<file path="src/design/bips_selector_regs.vh">
// Functional notes
// - with nothing else set, use factory address 192.168.100.10.
// - duplicate address detected after power-on: four LED flashes per indication cycle.
// - selector 0 to 9, any value digit: request address from DHCP by device name.
// - selector A or B: DHCP/BOOTP keyed by MAC address, value switch ignored.
// - selector C: try DHCP, after 120 seconds fall back to stored parameters.
// - selector D: use stored parameters, value switch not evaluated.
// - selector E: erase stored address parameters at power-on.
// - selector F: ignore switches, derive address from factory prefix and MAC.
// - after erase, upper three bytes are 192.168.100; switches set lowest byte only.
// - switch-set lowest byte equals ten times value digit plus selector digit.
// - accept switch-set lowest byte only from 1 to 159; zero rejected.
// - after erase, while no valid parameters exist, LED double-flashes.
// - valid switch address set: LED steady; later switch change returns to double flash.
// - device-name mode label is fixed prefix plus three ASCII decimal digits.
// - changed stored parameters take effect only at next restart.
// - derived mode: 192.168.100.mac, mask 255.255.255.0, gateway equals own address.
// - derived mode: MAC byte 00 gives host 1, MAC byte FF gives host 254.
`ifndef BIPS_SELECTOR_REGS_VH
`define BIPS_SELECTOR_REGS_VH

// ****************************************
// addresses
// ****************************************
`define BIPS_FACTORY_ADDR 32'hC0A8640A
`define BIPS_NET_PREFIX 24'hC0A864
`define BIPS_PREFIX_MASK 32'hFFFFFF00
`define BIPS_HOST_NET 8'h00
`define BIPS_HOST_BCAST 8'hFF
`define BIPS_HOST_LOW 8'h01
`define BIPS_HOST_HIGH 8'hFE
`define BIPS_SWITCH_MAX 8'h9F
`define BIPS_DEC_BASE 8'h0A
`define BIPS_ASCII_ZERO 8'h30

// ****************************************
// selector positions
// ****************************************
`define BIPS_SEL_NAME_MAX 4'h9
`define BIPS_SEL_MAC_A 4'hA
`define BIPS_SEL_MAC_B 4'hB
`define BIPS_SEL_DHCP_FB 4'hC
`define BIPS_SEL_STORED 4'hD
`define BIPS_SEL_ERASE 4'hE
`define BIPS_SEL_DERIVED 4'hF

// ****************************************
// address sources
// ****************************************
`define BIPS_SRC_NONE 3'h0
`define BIPS_SRC_NAME 3'h1
`define BIPS_SRC_MAC 3'h2
`define BIPS_SRC_DHCP_FB 3'h3
`define BIPS_SRC_STORED 3'h4
`define BIPS_SRC_ERASE 3'h5
`define BIPS_SRC_DERIVED 3'h6

// ****************************************
// timing
// ****************************************
`define BIPS_CLK_HZ 40000000
`define BIPS_DHCP_TIMEOUT_S 120
`define BIPS_DHCP_TIMEOUT_CYC (33'd120 * 33'd40000000)
`define BIPS_SETTLE_MS 1000
`define BIPS_SETTLE_CYC (`BIPS_SETTLE_MS * (`BIPS_CLK_HZ / 1000))
`define BIPS_FLASH_MS 200
`define BIPS_FLASH_CYC (`BIPS_FLASH_MS * (`BIPS_CLK_HZ / 1000))
`define BIPS_CYCLE_PHASES 4'hC
`define BIPS_DUP_FLASHES 3'h4
`define BIPS_CLR_FLASHES 3'h2

`endif

</file>
<file path="src/design/bips_flash.v">
`timescale 1ns/1ps
`default_nettype none
`include "bips_selector_regs.vh"

// ****************************************
// led pattern: off, steady, or n flashes per cycle
// ****************************************
module bips_flash #(
	parameter [31:0] PHASE_CYC = `BIPS_FLASH_CYC,
	parameter [3:0] CYCLE_PHASES = `BIPS_CYCLE_PHASES
) (
	input wire core_clk_i,
	input wire rst_n_i,
	input wire led_enable_i,
	input wire [2:0] flashes_i,
	output reg led_o
);
	reg [31:0] phase_cnt;
	reg [3:0] phase;
	wire phase_end;
	wire [3:0] flash_phases;

	assign phase_end = (phase_cnt >= PHASE_CYC - 32'h1);
	assign flash_phases = {flashes_i, 1'b0};

	always @(posedge core_clk_i) begin
		if (!rst_n_i) begin
			phase_cnt <= 32'h0;
			phase <= 4'h0;
			led_o <= 1'b0;
		end else begin
			if (phase_end) begin
				phase_cnt <= 32'h0;
				phase <= (phase >= CYCLE_PHASES - 4'h1) ? 4'h0 : phase + 4'h1;
			end else begin
				phase_cnt <= phase_cnt + 32'h1;
			end
			// even phases below twice the count are on, the rest of the cycle is the gap
			if (!led_enable_i)
				led_o <= 1'b0;
			else if (flashes_i == 3'h0)
				led_o <= 1'b1;
			else
				led_o <= (phase < flash_phases) && !phase[0];
		end
	end
endmodule // bips_flash

`default_nettype wire

</file>
<file path="src/design/bips_selector.v">
`timescale 1ns/1ps
`default_nettype none
`include "bips_selector_regs.vh"

module bips_selector #(
	parameter [32:0] DHCP_TIMEOUT_CYC = `BIPS_DHCP_TIMEOUT_CYC,
	parameter [31:0] SETTLE_CYC = `BIPS_SETTLE_CYC,
	parameter [31:0] FLASH_PHASE_CYC = `BIPS_FLASH_CYC,
	parameter integer PREFIX_CHARS = 6,
	parameter [8*PREFIX_CHARS-1:0] LABEL_PREFIX = "drive-"
) (
	input wire core_clk_i,
	input wire rst_n_i,
	input wire [3:0] selector_switch_i,
	input wire [3:0] value_switch_i,
	input wire [7:0] mac_low_i,
	input wire store_valid_i,
	input wire [31:0] store_addr_i,
	input wire [31:0] store_mask_i,
	input wire [31:0] store_gw_i,
	input wire dhcp_ack_i,
	input wire [31:0] dhcp_addr_i,
	input wire [31:0] dhcp_mask_i,
	input wire [31:0] dhcp_gw_i,
	input wire dup_detect_i,
	output reg [2:0] source_o,
	output reg dhcp_request_o,
	output reg dhcp_by_name_o,
	output reg [8*PREFIX_CHARS+23:0] dhcp_host_label_o,
	output reg addr_valid_o,
	output reg [31:0] station_net_address_o,
	output reg [31:0] net_prefix_mask_o,
	output reg [31:0] gateway_o,
	output reg erase_stored_address_o,
	output reg store_write_o,
	output wire status_led_o
);
	// ****************************************
	// states
	// ****************************************
	localparam [2:0] ST_BOOT = 3'h0;
	localparam [2:0] ST_DECIDE = 3'h1;
	localparam [2:0] ST_DHCP = 3'h2;
	localparam [2:0] ST_ERASE = 3'h3;
	localparam [2:0] ST_CLRSET = 3'h4;
	localparam [2:0] ST_READY = 3'h5;

	reg [3:0] sel_meta;
	reg [3:0] sel_sync;
	reg [3:0] val_meta;
	reg [3:0] val_sync;
	reg [1:0] boot_cnt;
	reg [2:0] state;
	reg [32:0] dhcp_cnt;
	reg [31:0] settle_cnt;
	reg [7:0] last_n;
	reg committed;
	reg dup_seen;
	reg fb_ok;
	reg [31:0] fb_addr;
	reg [31:0] fb_mask;
	reg [31:0] fb_gw;
	reg led_enable;
	reg [2:0] led_flashes;

	wire [7:0] live_n;
	wire live_ok;
	wire [7:0] derived_host;
	wire [7:0] digit_h;
	wire [7:0] digit_t;
	wire [7:0] digit_u;
	wire [31:0] derived_addr;

	// ****************************************
	// switch arithmetic
	// ****************************************
	assign live_n = ({4'h0, val_sync} * `BIPS_DEC_BASE) + {4'h0, sel_sync};
	assign live_ok = (live_n != 8'h00) && (live_n <= `BIPS_SWITCH_MAX);

	// selector digit is 0..9 in name mode, so the value digit alone carries tens and hundreds
	assign digit_h = `BIPS_ASCII_ZERO + {7'h0, (val_sync >= 4'hA)};
	assign digit_t = `BIPS_ASCII_ZERO + {4'h0, (val_sync >= 4'hA) ? val_sync - 4'hA : val_sync};
	assign digit_u = `BIPS_ASCII_ZERO + {4'h0, sel_sync};

	assign derived_host = (mac_low_i == `BIPS_HOST_NET) ? `BIPS_HOST_LOW :
		(mac_low_i == `BIPS_HOST_BCAST) ? `BIPS_HOST_HIGH : mac_low_i;
	assign derived_addr = {`BIPS_NET_PREFIX, derived_host};

	// ****************************************
	// pin synchronisers
	// ****************************************
	always @(posedge core_clk_i) begin
		if (!rst_n_i) begin
			sel_meta <= 4'h0;
			sel_sync <= 4'h0;
			val_meta <= 4'h0;
			val_sync <= 4'h0;
		end else begin
			sel_meta <= selector_switch_i;
			sel_sync <= sel_meta;
			val_meta <= value_switch_i;
			val_sync <= val_meta;
		end
	end

	// ****************************************
	// boot sequencer
	// ****************************************
	always @(posedge core_clk_i) begin
		if (!rst_n_i) begin
			boot_cnt <= 2'h0;
			state <= ST_BOOT;
			dhcp_cnt <= 33'h0;
			settle_cnt <= 32'h0;
			last_n <= 8'h00;
			committed <= 1'b0;
			fb_ok <= 1'b0;
			fb_addr <= 32'h0;
			fb_mask <= 32'h0;
			fb_gw <= 32'h0;
			source_o <= `BIPS_SRC_NONE;
			dhcp_request_o <= 1'b0;
			dhcp_by_name_o <= 1'b0;
			dhcp_host_label_o <= {(8*PREFIX_CHARS+24){1'b0}};
			addr_valid_o <= 1'b0;
			station_net_address_o <= `BIPS_FACTORY_ADDR;
			net_prefix_mask_o <= `BIPS_PREFIX_MASK;
			gateway_o <= `BIPS_FACTORY_ADDR;
			erase_stored_address_o <= 1'b0;
			store_write_o <= 1'b0;
		end else begin
			erase_stored_address_o <= 1'b0;
			store_write_o <= 1'b0;
			case (state)
				ST_BOOT: begin
					// wait until the synchronisers hold the real switch positions
					boot_cnt <= boot_cnt + 2'h1;
					if (boot_cnt == 2'h3)
						state <= ST_DECIDE;
				end
				ST_DECIDE: begin
					// stored parameters are taken only here, so edits apply at next restart
					fb_ok <= store_valid_i;
					fb_addr <= store_addr_i;
					fb_mask <= store_mask_i;
					fb_gw <= store_gw_i;
					dhcp_cnt <= 33'h0;
					// the single sample of the switches picks the source
					if (sel_sync <= `BIPS_SEL_NAME_MAX) begin
						source_o <= `BIPS_SRC_NAME;
						dhcp_request_o <= 1'b1;
						dhcp_by_name_o <= 1'b1;
						dhcp_host_label_o <= {LABEL_PREFIX, digit_h, digit_t, digit_u};
						state <= ST_DHCP;
					end else if (sel_sync == `BIPS_SEL_MAC_A || sel_sync == `BIPS_SEL_MAC_B) begin
						source_o <= `BIPS_SRC_MAC;
						dhcp_request_o <= 1'b1;
						state <= ST_DHCP;
					end else if (sel_sync == `BIPS_SEL_DHCP_FB) begin
						source_o <= `BIPS_SRC_DHCP_FB;
						dhcp_request_o <= 1'b1;
						state <= ST_DHCP;
					end else if (sel_sync == `BIPS_SEL_STORED) begin
						source_o <= `BIPS_SRC_STORED;
						if (store_valid_i) begin
							station_net_address_o <= store_addr_i;
							net_prefix_mask_o <= store_mask_i;
							gateway_o <= store_gw_i;
						end
						addr_valid_o <= 1'b1;
						state <= ST_READY;
					end else if (sel_sync == `BIPS_SEL_ERASE) begin
						source_o <= `BIPS_SRC_ERASE;
						erase_stored_address_o <= 1'b1;
						station_net_address_o <= {`BIPS_NET_PREFIX, 8'h00};
						net_prefix_mask_o <= `BIPS_PREFIX_MASK;
						gateway_o <= {`BIPS_NET_PREFIX, 8'h00};
						state <= ST_ERASE;
					end else begin
						source_o <= `BIPS_SRC_DERIVED;
						station_net_address_o <= derived_addr;
						net_prefix_mask_o <= `BIPS_PREFIX_MASK;
						gateway_o <= derived_addr;
						addr_valid_o <= 1'b1;
						state <= ST_READY;
					end
				end
				ST_DHCP: begin
					dhcp_cnt <= dhcp_cnt + 33'h1;
					if (dhcp_ack_i) begin
						dhcp_request_o <= 1'b0;
						station_net_address_o <= dhcp_addr_i;
						net_prefix_mask_o <= dhcp_mask_i;
						gateway_o <= dhcp_gw_i;
						addr_valid_o <= 1'b1;
						state <= ST_READY;
					end else if (source_o == `BIPS_SRC_DHCP_FB && dhcp_cnt >= DHCP_TIMEOUT_CYC - 33'h1) begin
						// no server answered in time: stored set, else the factory address
						dhcp_request_o <= 1'b0;
						if (fb_ok) begin
							station_net_address_o <= fb_addr;
							net_prefix_mask_o <= fb_mask;
							gateway_o <= fb_gw;
						end
						addr_valid_o <= 1'b1;
						state <= ST_READY;
					end
				end
				ST_ERASE: begin
					settle_cnt <= 32'h0;
					last_n <= live_n;
					committed <= 1'b0;
					state <= ST_CLRSET;
				end
				ST_CLRSET: begin
					// switches stay live here; the value must hold still before it is stored
					last_n <= live_n;
					if (live_n != last_n) begin
						settle_cnt <= 32'h0;
						committed <= 1'b0;
					end else if (settle_cnt < SETTLE_CYC - 32'h1) begin
						settle_cnt <= settle_cnt + 32'h1;
					end else if (live_ok && !committed) begin
						committed <= 1'b1;
						station_net_address_o <= {`BIPS_NET_PREFIX, live_n};
						gateway_o <= {`BIPS_NET_PREFIX, live_n};
						store_write_o <= 1'b1;
					end
				end
				ST_READY: begin
				end
				default: begin
					state <= ST_BOOT;
				end
			endcase
		end
	end

	// ****************************************
	// status indication
	// ****************************************
	always @(posedge core_clk_i) begin
		if (!rst_n_i) begin
			dup_seen <= 1'b0;
			led_enable <= 1'b0;
			led_flashes <= 3'h0;
		end else begin
			// sticky until the next power cycle; only a reset can clear it
			if (dup_detect_i && addr_valid_o)
				dup_seen <= 1'b1;
			if (dup_seen) begin
				led_enable <= 1'b1;
				led_flashes <= `BIPS_DUP_FLASHES;
			end else if (state == ST_CLRSET) begin
				led_enable <= 1'b1;
				led_flashes <= committed ? 3'h0 : `BIPS_CLR_FLASHES;
			end else begin
				led_enable <= (state == ST_READY);
				led_flashes <= 3'h0;
			end
		end
	end

	bips_flash #(
		.PHASE_CYC(FLASH_PHASE_CYC),
		.CYCLE_PHASES(`BIPS_CYCLE_PHASES)
	) u_flash (
		.core_clk_i(core_clk_i),
		.rst_n_i(rst_n_i),
		.led_enable_i(led_enable),
		.flashes_i(led_flashes),
		.led_o(status_led_o)
	);
endmodule // bips_selector

`default_nettype wire

</file>
<file path="config.mk">
export PLATFORM = sky130hd
export DESIGN_NAME = bips_selector
export DESIGN_NICKNAME = d
export VERILOG_FILES = /design/src/design/bips_flash.v /design/src/design/bips_selector.v
export VERILOG_INCLUDE_DIRS = /design/src /design/src/design
export SDC_FILE = /design/constraint.sdc
export NUM_CORES = 1
export LEC_CHECK = 0
export ABC_AREA = 1
export BUFFER_PORTS_ARGS = -buffer_cell sky130_fd_sc_hd__buf_2
export CORE_UTILIZATION = 55
export DETAILED_ROUTE_END_ITERATION = 10
export PLACE_DENSITY = 0.78
export SKIP_CTS_REPAIR_TIMING = 1
export SYNTH_ARGS = -nofsm -noshare
export SYNTH_HDL_FRONTEND = slang
export SYNTH_HIERARCHICAL = 1
export SYNTH_SLANG_ARGS = --single-unit
export TNS_END_PERCENT = 20
</file>
<file path="constraint.sdc">
create_clock -name core_clk_i -period 3.52 [get_ports core_clk_i]
set_clock_uncertainty 0.2 [all_clocks]
set_input_delay 0.176 -clock core_clk_i [delete_from_list [all_inputs] [get_ports core_clk_i]]
set_output_delay 0.176 -clock core_clk_i [all_outputs]
set_load 0.005 [all_outputs]
</file>
==> results of run 1 <==
[worst max-delay path, cell delays in order, from the launching register on]
cell and delay, ns:
dfxtp_1 0.39, inv_1 0.10, nand3_4 0.27, buf_4 0.63, buf_4 0.73, o21ai_0 0.22, dlygate4sd3_1 0.62, a21oi_1 0.11
[cells in the final DEF (no fill, tap or decap), types with 11 or more instances in the layout]
cell type	synthesis	final
nand2_1	528	528
buf_2	30	354
dfxtp_1	346	346
inv_1	233	232
a21oi_1	224	224
nor2_1	214	214
o21ai_0	186	186
dlygate4sd3_1	0	174
nand3_1	174	172
nor3_1	45	45
conb_1	2	44
clkbuf_16	0	42
nand4_1	40	40
o22ai_1	38	38
buf_4	70	36
o21a_1	34	34
a22oi_1	34	34
o211ai_1	29	29
nor2_2	28	28
xor2_1	20	20
ha_1	15	15
inv_2	10	11
a211oi_1	11	11
[per-stage QoR]
step	hold slack [ns]	utilization, %	instances	instance area, um^2
floorplan	0.07363	-	2559	17740
global placement	0.1594	61.19	3143	19260
detailed placement	0.1612	61.19	3143	19260
CTS	-0.3969	65.30	3211	20550
global route	-0.004856	71.19	3393	22410
finish	-0.08385	71.20	3394	22410
[cell families (layout without fill, tap and decap cells)]
kind of cell    Yosys count  in the layout  share of synthesized area [%]
xor+xnor                 26             26                          1.295
other cells               2             45                        0.04272
flops                   346            346                          39.40
fa+ha+maj                17             17                          1.295
mux                       8              8                         0.4555
buf+inv                 457            889                          11.79
compound gates          585            585                          19.18
simple gates           1076           1076                          26.54
[power by group]
group	switching, mW	leakage (nW)	total (mW)	internal (mW)
Clock	1.65	0.646	4.09	2.44
Combinational	3.08	6.21	4.90	1.82
Sequential	0.360	2.82	5.06	4.70
Total	5.10	9.67	14.0	8.95
[sequential cells by signal, indices dropped and copies added, names as in the netlist, 3 cells and up]
register and count:
val_meta 4, u_flash/phase_cnt 32, dhcp_host_label_o 10, last_n 8, u_flash/phase 4, sel_sync 4
fb_gw 32, gateway_o 32, fb_addr 32, settle_cnt 32, dhcp_cnt 33, val_sync 4
sel_meta 4, station_net_address_o 32, net_prefix_mask_o 32, source_o 3, state 3, fb_mask 32
[synthesized netlist by cell type (5+ instances only)]
master      n  area [um^2]
a211oi_1   11        82.58
a21oi_1   224         1121
a22oi_1    34        255.2
buf_1      14        52.55
buf_2      30        150.1
buf_4      70        525.5
buf_6       6        67.56
clkbuf_1   91        341.6
dfxtp_1   346         6927
ha_1       15        187.7
inv_1     233        874.6
inv_2      10        37.54
mux2i_1     8        80.08
nand2_1   528         1982
nand2_2     9        56.30
nand3_1   174        870.8
nand3_2     7        70.07
nand3b_1    5        37.54
nand4_1    40        250.2
nor2_1    214        803.3
nor2_2     28        175.2
nor3_1     45        225.2
nor4_1      9        56.30
o211ai_1   29        217.7
o21a_1     34        255.2
o21ai_0   186        930.9
o22ai_1    38        237.7
xnor2_1     6        52.55
xor2_1     20        175.2
[path summary, 6_finish.rpt]
| check | end | slack, ns | depth (start not counted) | startpoint |
|---|---|---|---|---|
| worst max register to register | fb_mask[19] | 0.14 | 7 | state[1] |
| worst min register to register | sel_sync[3] | 0.21 | 2 | sel_meta[3] |
| worst min-delay path | net_prefix_mask_o[9] | -0.08 | 5 | dhcp_mask_i[9] |
| worst max-delay path | fb_mask[19] | 0.14 | 7 | state[1] |
[routing by layer]
layer | track usage [%] | up-vias
li1 | - | 9132
met1 | 40.04 | 8865
met2 | 50.36 | 1053
met3 | 4.455 | 243
met4 | 11.93 | 0
met5 | 0 | -
[final cells by class]
type	instances	area (um^2)
clock buffers	55	1157
well taps	402	503.0
flip-flops and latches	346	6927
diodes	1	2.502
inverters	245	920.9
fillers	2443	9065
repair buffers	576	3999
clock inverters	13	133.9
multi-input cells	1756	8766
==> parameters.txt, run 1 <==
Parameter                              Value

Status
  Outcome ... finished with violations
  Violations in the final reports ... design-rule violations, negative hold slack

Power
  PnR Total Power ... 14.05 mW
  Leak ... 9.669 nW
  Worst ir drop on vdd ... 488.2 uV
  Pwr dens ... 626.9 nW/um^2

Setup path
  Startpoint type of the worst setup path ... flip-flop
  Kind of end point of the critical path ... flip-flop
  Top fanout value on the critical path ... 77
  Data required, critical path ... 3.79 ns
  Critical path class ... flip-flop to flip-flop
  Crit path arrival time ... 3.65 ns

Detailed routing
  Routed met1 length ... 23.11 mm
  Count of unresolved DRC violations after routing ... 4
  Vias ... 19293
  Total Wirelength ... 57.10 mm
  Met2 WL ... 26.43 mm
  Met3 Wirelength ... 4.953 mm
  Total iterations of the first detailed-routing run ... 9
  Highest metal used ... met4
  Number of vias per cell ... 5.684
  Wire per inst ... 16.82 um
  Count of routing violations after the opening detailed-route iteration ... 1809
  Count of nets left with antenna violations after detail routing ... 0

STA
  Transition at the pin with the smallest max-transition slack ... 1.096 ns
  Remaining max-slew budget at the tightest pin ... 26.86%
  Fmax ... 295.9 MHz
  Fin crit period ... 3.380 ns
  # setup viols final ... 0
  Final critical-path setup slack ... 0.1405 ns
  Worst-case hold slack ... -0.08385 ns
  Max-slew violation count ... 0
  Setup TNS ... 0 ns
  Fin crit share ... 96.01%
  Final hold violations ... 23

Synth
  Primary flip-flop cell chosen by synthesis mapping ... dfxtp_1
  Synth unique cells ... 56
  Ys async rst share ... 0%
  Gate count of the mapped netlist ... 2517
  Yosys synthesis warning count ... 6
  Sequential element share of the synthesized area ... 39.40%
  Post-synth EDFFs ... 0
  Post-Syn Area per Cell ... 6.984 um^2
  #FFs+latches synth ... 346
  Summed instance area of the synthesized netlist ... 17580 um^2

Die
  Horizontal extent of the die ... 180.8 um
  Initial core utilization ... 55.85%
  DIE AREA ... 32680 um^2
  Core Area ... 31470 um^2
  Row Count ... 65
  Num ports ... 390
  Die height ... 180.8 um

Placement
  Setup slack after placement ... 0.07832 ns
  Last weighted congestion value of the routability-driven placer ... 0.8836
  I/O Buffers ... 356
  Post-DP HPWL ... 35.87 mm

GRT
  Global route overflow ... 0
  GR Util All Layers ... 30.48%
  Wire length of the first global-routing pass ... 82.20 mm
  Number of antenna violations at the first check in global routing ... 1
  Pin count of the biggest net entering global routing ... 108
  Via count of the first global-routing pass ... 16331

Cells and area
  Layout overhead on the synthesized area ... 27.47%
  Net count of the finished layout ... 3194
  Proportion of layout cells with a drive suffix above 1 ... 17.99%

CTS
  Worst-skew pair later-pin latency ... 0.54 ns
  Root cell of the clock tree ... clkbuf_16
  TritonCTS clock tree ... built
  Number of H-tree levels ... 2
  Clock buffer count from CTS ... 39
  Clock-pin slew on the worst setup and hold paths ... 0.06 ns
  Clock Sinks ... 346
  Clock buffer depth ... 3

Job
  Number of maximum-capacitance violations ... 0

Hold path
  Min-delay worst type ... input pin to flip-flop
No activity file was read; power rests on OpenSTA's default activity.
==> inputs of run 2 (changes only) <==
--- a/config.mk
+++ b/config.mk
@@ -8,9 +8,10 @@
 export LEC_CHECK = 0
 export ABC_AREA = 1
 export BUFFER_PORTS_ARGS = -buffer_cell sky130_fd_sc_hd__buf_2
-export CORE_UTILIZATION = 55
+export CAP_MARGIN = 10
+export CORE_UTILIZATION = 40
 export DETAILED_ROUTE_END_ITERATION = 10
-export PLACE_DENSITY = 0.78
+export PLACE_DENSITY = 0.59
 export SKIP_CTS_REPAIR_TIMING = 1
 export SYNTH_ARGS = -nofsm -noshare
 export SYNTH_HDL_FRONTEND = slang
==> run 2 against run 1 <==
  * The flow finishes with violations (negative hold slack)
  * Via count down 4.0%
  * Routed wire length up 0.33%
  * Sequential power about the same
  * Critical path depth up 9
  * Power down 0.22%
  * Register-to-register slack better by 0.05 ns
  * First-iteration DRC count down 22%
  * Sequential share of layout area down 0.81 points
  * Clock power up 3%
==> parameters.txt, run 2 (synthesis gave the netlist of run 1 again) <==
Parameter                              Value

STA
  Fin crit period ... 3.333 ns
  Max-slew violation count ... 0
  Worst-case hold slack ... -0.07971 ns
  Final hold violations ... 8
  Transition at the pin with the smallest max-transition slack ... 0.9659 ns
  Unrepaired setup endpoints after global routing ... no
  Fin crit share ... 94.68%
  Fmax ... 300.1 MHz
  # setup viols final ... 0
  Setup TNS ... 0 ns
  Remaining max-slew budget at the tightest pin ... 35.52%

Cells and area
  Layout overhead on the synthesized area ... 30.89%
  Commonest non-fill, non-tap cells in the layout ... 528 x nand2_1, 354 x buf_2, 346 x dfxtp_1
  Proportion of layout cells with a drive suffix above 1 ... 17.98%
  Most frequent standard cell in the layout excluding fill and tap cells ... nand2_1
  Flip-flop count of the largest register, all copies and words added ... 33
  Top reg by flops ... dhcp_cnt
  Non-Filler Instances ... 3608
  Net count of the finished layout ... 3220

Job
  Number of maximum-capacitance violations ... 0

CTS
  Clock Sinks ... 346
  Number of H-tree levels ... 2
  Clock buffer depth ... 3
  Worst-skew pair later-pin latency ... 0.57 ns
  Root cell of the clock tree ... clkbuf_16
  Clock buffer count from CTS ... 41
  TritonCTS clock tree ... built
  Clock-pin slew on the worst setup and hold paths ... 0.06 ns

GRT
  GR Util All Layers ... 23.51%
  Pin count of the biggest net entering global routing ... 170
  Wire length of the first global-routing pass ... 84.48 mm
  Global route overflow ... 0
  Number of antenna violations at the first check in global routing ... 4
  Via count of the first global-routing pass ... 16190

Setup path
  Crit path arrival time ... 3.57 ns
  Kind of end point of the critical path ... flip-flop
  Data required, critical path ... 3.76 ns
  Critical path class ... flip-flop to flip-flop
  Startpoint type of the worst setup path ... flip-flop
  Flop2flop setup slack ... 0.19 ns
  Top fanout value on the critical path ... 12

Power
  Sequential share of power ... 36.0%
  Leak ... 9.824 nW
  Worst ir drop on vdd ... 459.9 uV
  Cell-internal power ... 8.974 mW
  Power dissipated by switching net loads ... 5.043 mW
  Logic gate share of total power ... 34.0%
  Pwr dens ... 609.2 nW/um^2
  Switching share of total power ... 35.97%
  Part of the power in the clock network ... 30.1%

Detailed routing
  Count of unresolved DRC violations after routing ... 0
  Count of routing violations after the opening detailed-route iteration ... 1419
  Total iterations of the first detailed-routing run ... 5
  Number of vias per cell ... 5.133
  Total Wirelength ... 57.29 mm
  Count of nets left with antenna violations after detail routing ... 0
  Wire per inst ... 15.88 um
  Vias ... 18521

Placement
  Post-DP HPWL ... 37.88 mm
  I/O Buffers ... 356
  Cells after DPL ... 3324
  Last weighted congestion value of the routability-driven placer ... 0.8540

Die
  Core Area ... 43170 um^2
  DIE AREA ... 44790 um^2
  Horizontal extent of the die ... 211.6 um
  Row Count ... 76
  Die height ... 211.6 um
  Num ports ... 390
  Initial core utilization ... 40.72%

Status
  Outcome ... finished with violations
  Violations in the final reports ... negative hold slack

Hold path
  Min-delay worst type ... input pin to flip-flop
run 2: final cells by class:
type	count	area (um^2)
tap	585	732.0
clock inverter	15	132.6
multi-input combinational	1756	8797
sequential	346	6927
timing repair buffer	600	4300
inverter	245	920.9
fill	4246	20160
antenna	3	7.507
clock buffer	58	1192
run 2: worst paths after layout:
path,from,cells after the start,endpoint
worst max-delay path,val_sync[1],16,station_net_address_o[9]
worst max register to register,val_sync[1],16,station_net_address_o[9]
worst min-delay path,dhcp_gw_i[30],7,gateway_o[30]
worst min register to register,sel_meta[0],2,sel_sync[0]
run 2: power groups by stage:
stage / Sequential (mW) / Clock (mW) / Combinational (mW)
after floorplan: 5.05 / 0 / 3.31
after global placement: 5.10 / 0 / 4.35
after detailed placement: 5.12 / 0 / 4.48
after CTS: 5.04 / 4.32 / 4.50
after global routing: 5.12 / 4.47 / 5.35
final: 5.04 / 4.22 / 4.76
run 2: metrics by stage:
step | utilization [%] | power, mW | area, um^2 | hold slack (ns) | worst slack, ns
3_3_place_gp | 45.14 | 9.458 | 19490 | 0.1659 | 0.2540
4_1_cts | 48.21 | 13.87 | 20810 | -0.4349 | 0.1174
2_1_floorplan | - | 8.365 | 17740 | 0.07363 | 0.4913
3_5_place_dp | 45.14 | 9.604 | 19490 | 0.1671 | 0.1460
5_1_grt | 53.29 | 14.94 | 23000 | 0.01046 | 0.01488
6_report | 53.30 | 14.02 | 23010 | -0.07971 | 0.1873
run 2: per-layer routing:
layer	part of all wire [%]	GRT usage, %	vias up	wire (um)
met2	46	38.82	619	26600
li1	-	-	9180	-
met1	44	30.49	8591	25460
met3	5.8	4.436	131	3334
met4	3.3	8.421	0	1889
met5	0	0	-	0
run 2: critical path, stage by stage, from the launching register on:
cell and delay [ns]:
dfxtp_1 0.32, ha_1 0.30, ha_2 0.21, fa_2 0.49, buf_4 0.16, inv_1 0.08, nand3_1 0.10, nand2_1 0.16
nand3_2 0.12, a21oi_2 0.18, nand3_4 0.11, o21bai_4 0.23, buf_12 0.19, buf_12 0.14, nand3_1 0.07, nand2_1 0.10
nor2_1 0.06
==> inputs of run 3 (changes only) <==
--- a/config.mk
+++ b/config.mk
@@ -7,10 +7,11 @@
 export NUM_CORES = 1
 export LEC_CHECK = 0
 export ABC_AREA = 1
-export BUFFER_PORTS_ARGS = -buffer_cell sky130_fd_sc_hd__buf_2
+export BUFFER_PORTS_ARGS = -buffer_cell sky130_fd_sc_hd__buf_4
 export CAP_MARGIN = 10
 export CORE_UTILIZATION = 40
 export DETAILED_ROUTE_END_ITERATION = 10
+export HOLD_SLACK_MARGIN = 0.05
 export PLACE_DENSITY = 0.59
 export SKIP_CTS_REPAIR_TIMING = 1
 export SYNTH_ARGS = -nofsm -noshare
==> run 3 against run 2 <==
  * The run still ends with negative hold slack left
  * Critical path type unchanged
  * Sequential share of layout area down 1.3 points
  * Critical endpoint is now gateway_o[31]
  * Worst hold slack better by 0.071 ns
  * Die area unchanged
  * Flip-flop and latch count unchanged
  * Worst setup slack worse by 0.0041 ns
  * Via count down 0.46%
  * Clock power up 3%
  * Fmax down 0.12%
==> parameters.txt, run 3 (synthesis gave the netlist of run 1 again) <==
Parameter                              Value

Status
  Outcome ... finished with violations
  Violations in the final reports ... negative hold slack

Cells and area
  Util after Layout ... 55.63%
  Layout overhead on the synthesized area ... 36.61%
  Proportion of layout cells with a drive suffix above 1 ... 17.77%
  Top reg by flops ... dhcp_cnt
  Net count of the finished layout ... 3240
  Flip-flop count of the largest register, all copies and words added ... 33
  Most frequent standard cell in the layout excluding fill and tap cells ... nand2_1
  Commonest non-fill, non-tap cells in the layout ... 528 x nand2_1, 394 x buf_4, 346 x dfxtp_1

CTS
  Worst-skew pair later-pin latency ... 0.57 ns
  Clock-pin slew on the worst setup and hold paths ... 0.06 ns
  TritonCTS clock tree ... built
  Clock Sinks ... 346
  Root cell of the clock tree ... clkbuf_16
  Clock buffer count from CTS ... 40
  Clock buffer depth ... 3
  Number of H-tree levels ... 2

GRT
  Number of antenna violations at the first check in global routing ... 0
  Via count of the first global-routing pass ... 16079
  Global route overflow ... 0
  Pin count of the biggest net entering global routing ... 179
  Wire length of the first global-routing pass ... 85.22 mm
  GR Util All Layers ... 23.86%

Setup path
  Crit path arrival time ... 3.54 ns
  Startpoint type of the worst setup path ... flip-flop
  Most frequent cell on the critical path ... nand2_1
  Worst path cell trace ... ha_1 -> ha_1 -> fa_2 -> nand2_1 -> nor2_1 -> nand2_1 -> nand3_1 -> nand3_1 -> a21oi_1 -> nand3_2 -> o21bai_4 -> buf_12 -> nand2_1 -> buf_6 -> nand2_1 -> nand3_1
  Cell at the slowest stage of the critical path ... fa_2
  Buffers & Inverters on Critical Path ... 2
  Top fanout value on the critical path ... 11
  Critical path class ... flip-flop to flip-flop
  Crit-path leading delay family ... adder cells
  Data required, critical path ... 3.72 ns
  Kind of end point of the critical path ... flip-flop
  Worst stage delay on the critical path ... 0.58 ns

STA
  # setup viols final ... 0
  Max-slew violation count ... 0
  Transition at the pin with the smallest max-transition slack ... 1.131 ns
  Fin crit period ... 3.337 ns
  Fmax ... 299.7 MHz
  Fin crit share ... 94.80%
  Remaining max-slew budget at the tightest pin ... 24.51%
  Worst-case hold slack ... -0.008790 ns
  Final hold violations ... 1
  Final critical-path setup slack ... 0.1831 ns

Die
  Die height ... 211.6 um
  Row Count ... 76
  Core Area ... 43170 um^2
  Num ports ... 390
  Horizontal extent of the die ... 211.6 um
  Initial core utilization ... 40.72%
  DIE AREA ... 44790 um^2

Power
  Logic gate share of total power ... 35.2%
  Worst ir drop on vdd ... 521.3 uV
  Power dissipated by switching net loads ... 5.048 mW
  Pwr dens ... 605.2 nW/um^2
  Switching share of total power ... 34.74%
  Cell-internal power ... 9.485 mW
  Part of the power in the clock network ... 30.0%
  Sequential share of power ... 34.8%
  PnR Total Power ... 14.53 mW
  Leak ... 10.13 nW

Placement
  Last weighted congestion value of the routability-driven placer ... 0.8649
  Setup slack after placement ... 0.07316 ns
  Post-DP HPWL ... 38.78 mm
  I/O Buffers ... 356

Detailed routing
  Number of vias per cell ... 5.086
  Total Wirelength ... 57.81 mm
  Total iterations of the first detailed-routing run ... 6
  Count of routing violations after the opening detailed-route iteration ... 1356
  Count of nets left with antenna violations after detail routing ... 0
  Vias ... 18436
  Wire per inst ... 15.95 um
  Count of unresolved DRC violations after routing ... 0

Hold path
  Min-delay worst type ... input pin to flip-flop

Job
  Number of maximum-capacitance violations ... 0
run 3: metrics by stage:
| stage | area, um^2 | setup TNS, ns | instances |
|---|---|---|---|
| 4_1_cts | 21810 | 0 | 3408 |
| 3_3_place_gp | 20430 | 0 | 3337 |
| 5_1_grt | 24010 | -1.582 | 3624 |
| 2_1_floorplan | 17740 | 0 | 2559 |
| 6_report | 24020 | 0 | 3625 |
| 3_5_place_dp | 20430 | 0 | 3337 |
run 3: worst reg2reg max path, cell delays in order (launching register included):
cell and delay [ns]:
dfxtp_1 0.31, ha_1 0.29, ha_1 0.23, fa_2 0.58, nand2_1 0.08, nor2_1 0.09
nand2_1 0.08, nand3_1 0.11, nand3_1 0.12, a21oi_1 0.20, nand3_2 0.15, o21bai_4 0.19
buf_12 0.15, nand2_1 0.09, buf_6 0.18, nand2_1 0.06, nand3_1 0.08
run 3: final cells by class:
type	instances	area, um^2
fill	4073	19160
multi-input combinational	1756	8766
sequential	346	6927
timing repair buffer	621	5293
clock buffer	58	1171
inverter	245	920.9
tap	585	732.0
clock inverter	13	203.9
antenna	1	2.502
run 3: final timing paths:
check	slack [ns]	to	depth (start not counted)	start
worst min register to register	0.22	sel_sync[2]	2	sel_meta[2]
worst min-delay path	-0.009	gateway_o[7]	9	dhcp_gw_i[7]
worst max-delay path	0.18	gateway_o[31]	16	val_sync[1]
worst max register to register	0.18	gateway_o[31]	16	val_sync[1]
run 3: power by group through the flow:
| stage | sequential (mW) | combinational (mW) | clock (mW) |
|---|---|---|---|
| global route | 5.13 | 5.74 | 4.65 |
| CTS | 5.05 | 4.82 | 4.49 |
| detailed placement | 5.13 | 4.80 | 0 |
| floorplan | 5.05 | 3.31 | 0 |
| global placement | 5.11 | 4.68 | 0 |
| finish | 5.05 | 5.12 | 4.36 |
run 3: layer usage:
metal	share of wire, %	global-route usage, %	wire (um)	vias up
met5	0	0	0	-
met3	6.0	4.302	3446	138
met4	3.1	8.196	1775	0
li1	-	-	-	9240
met2	47	39.73	27270	615
met1	44	30.90	25320	8443
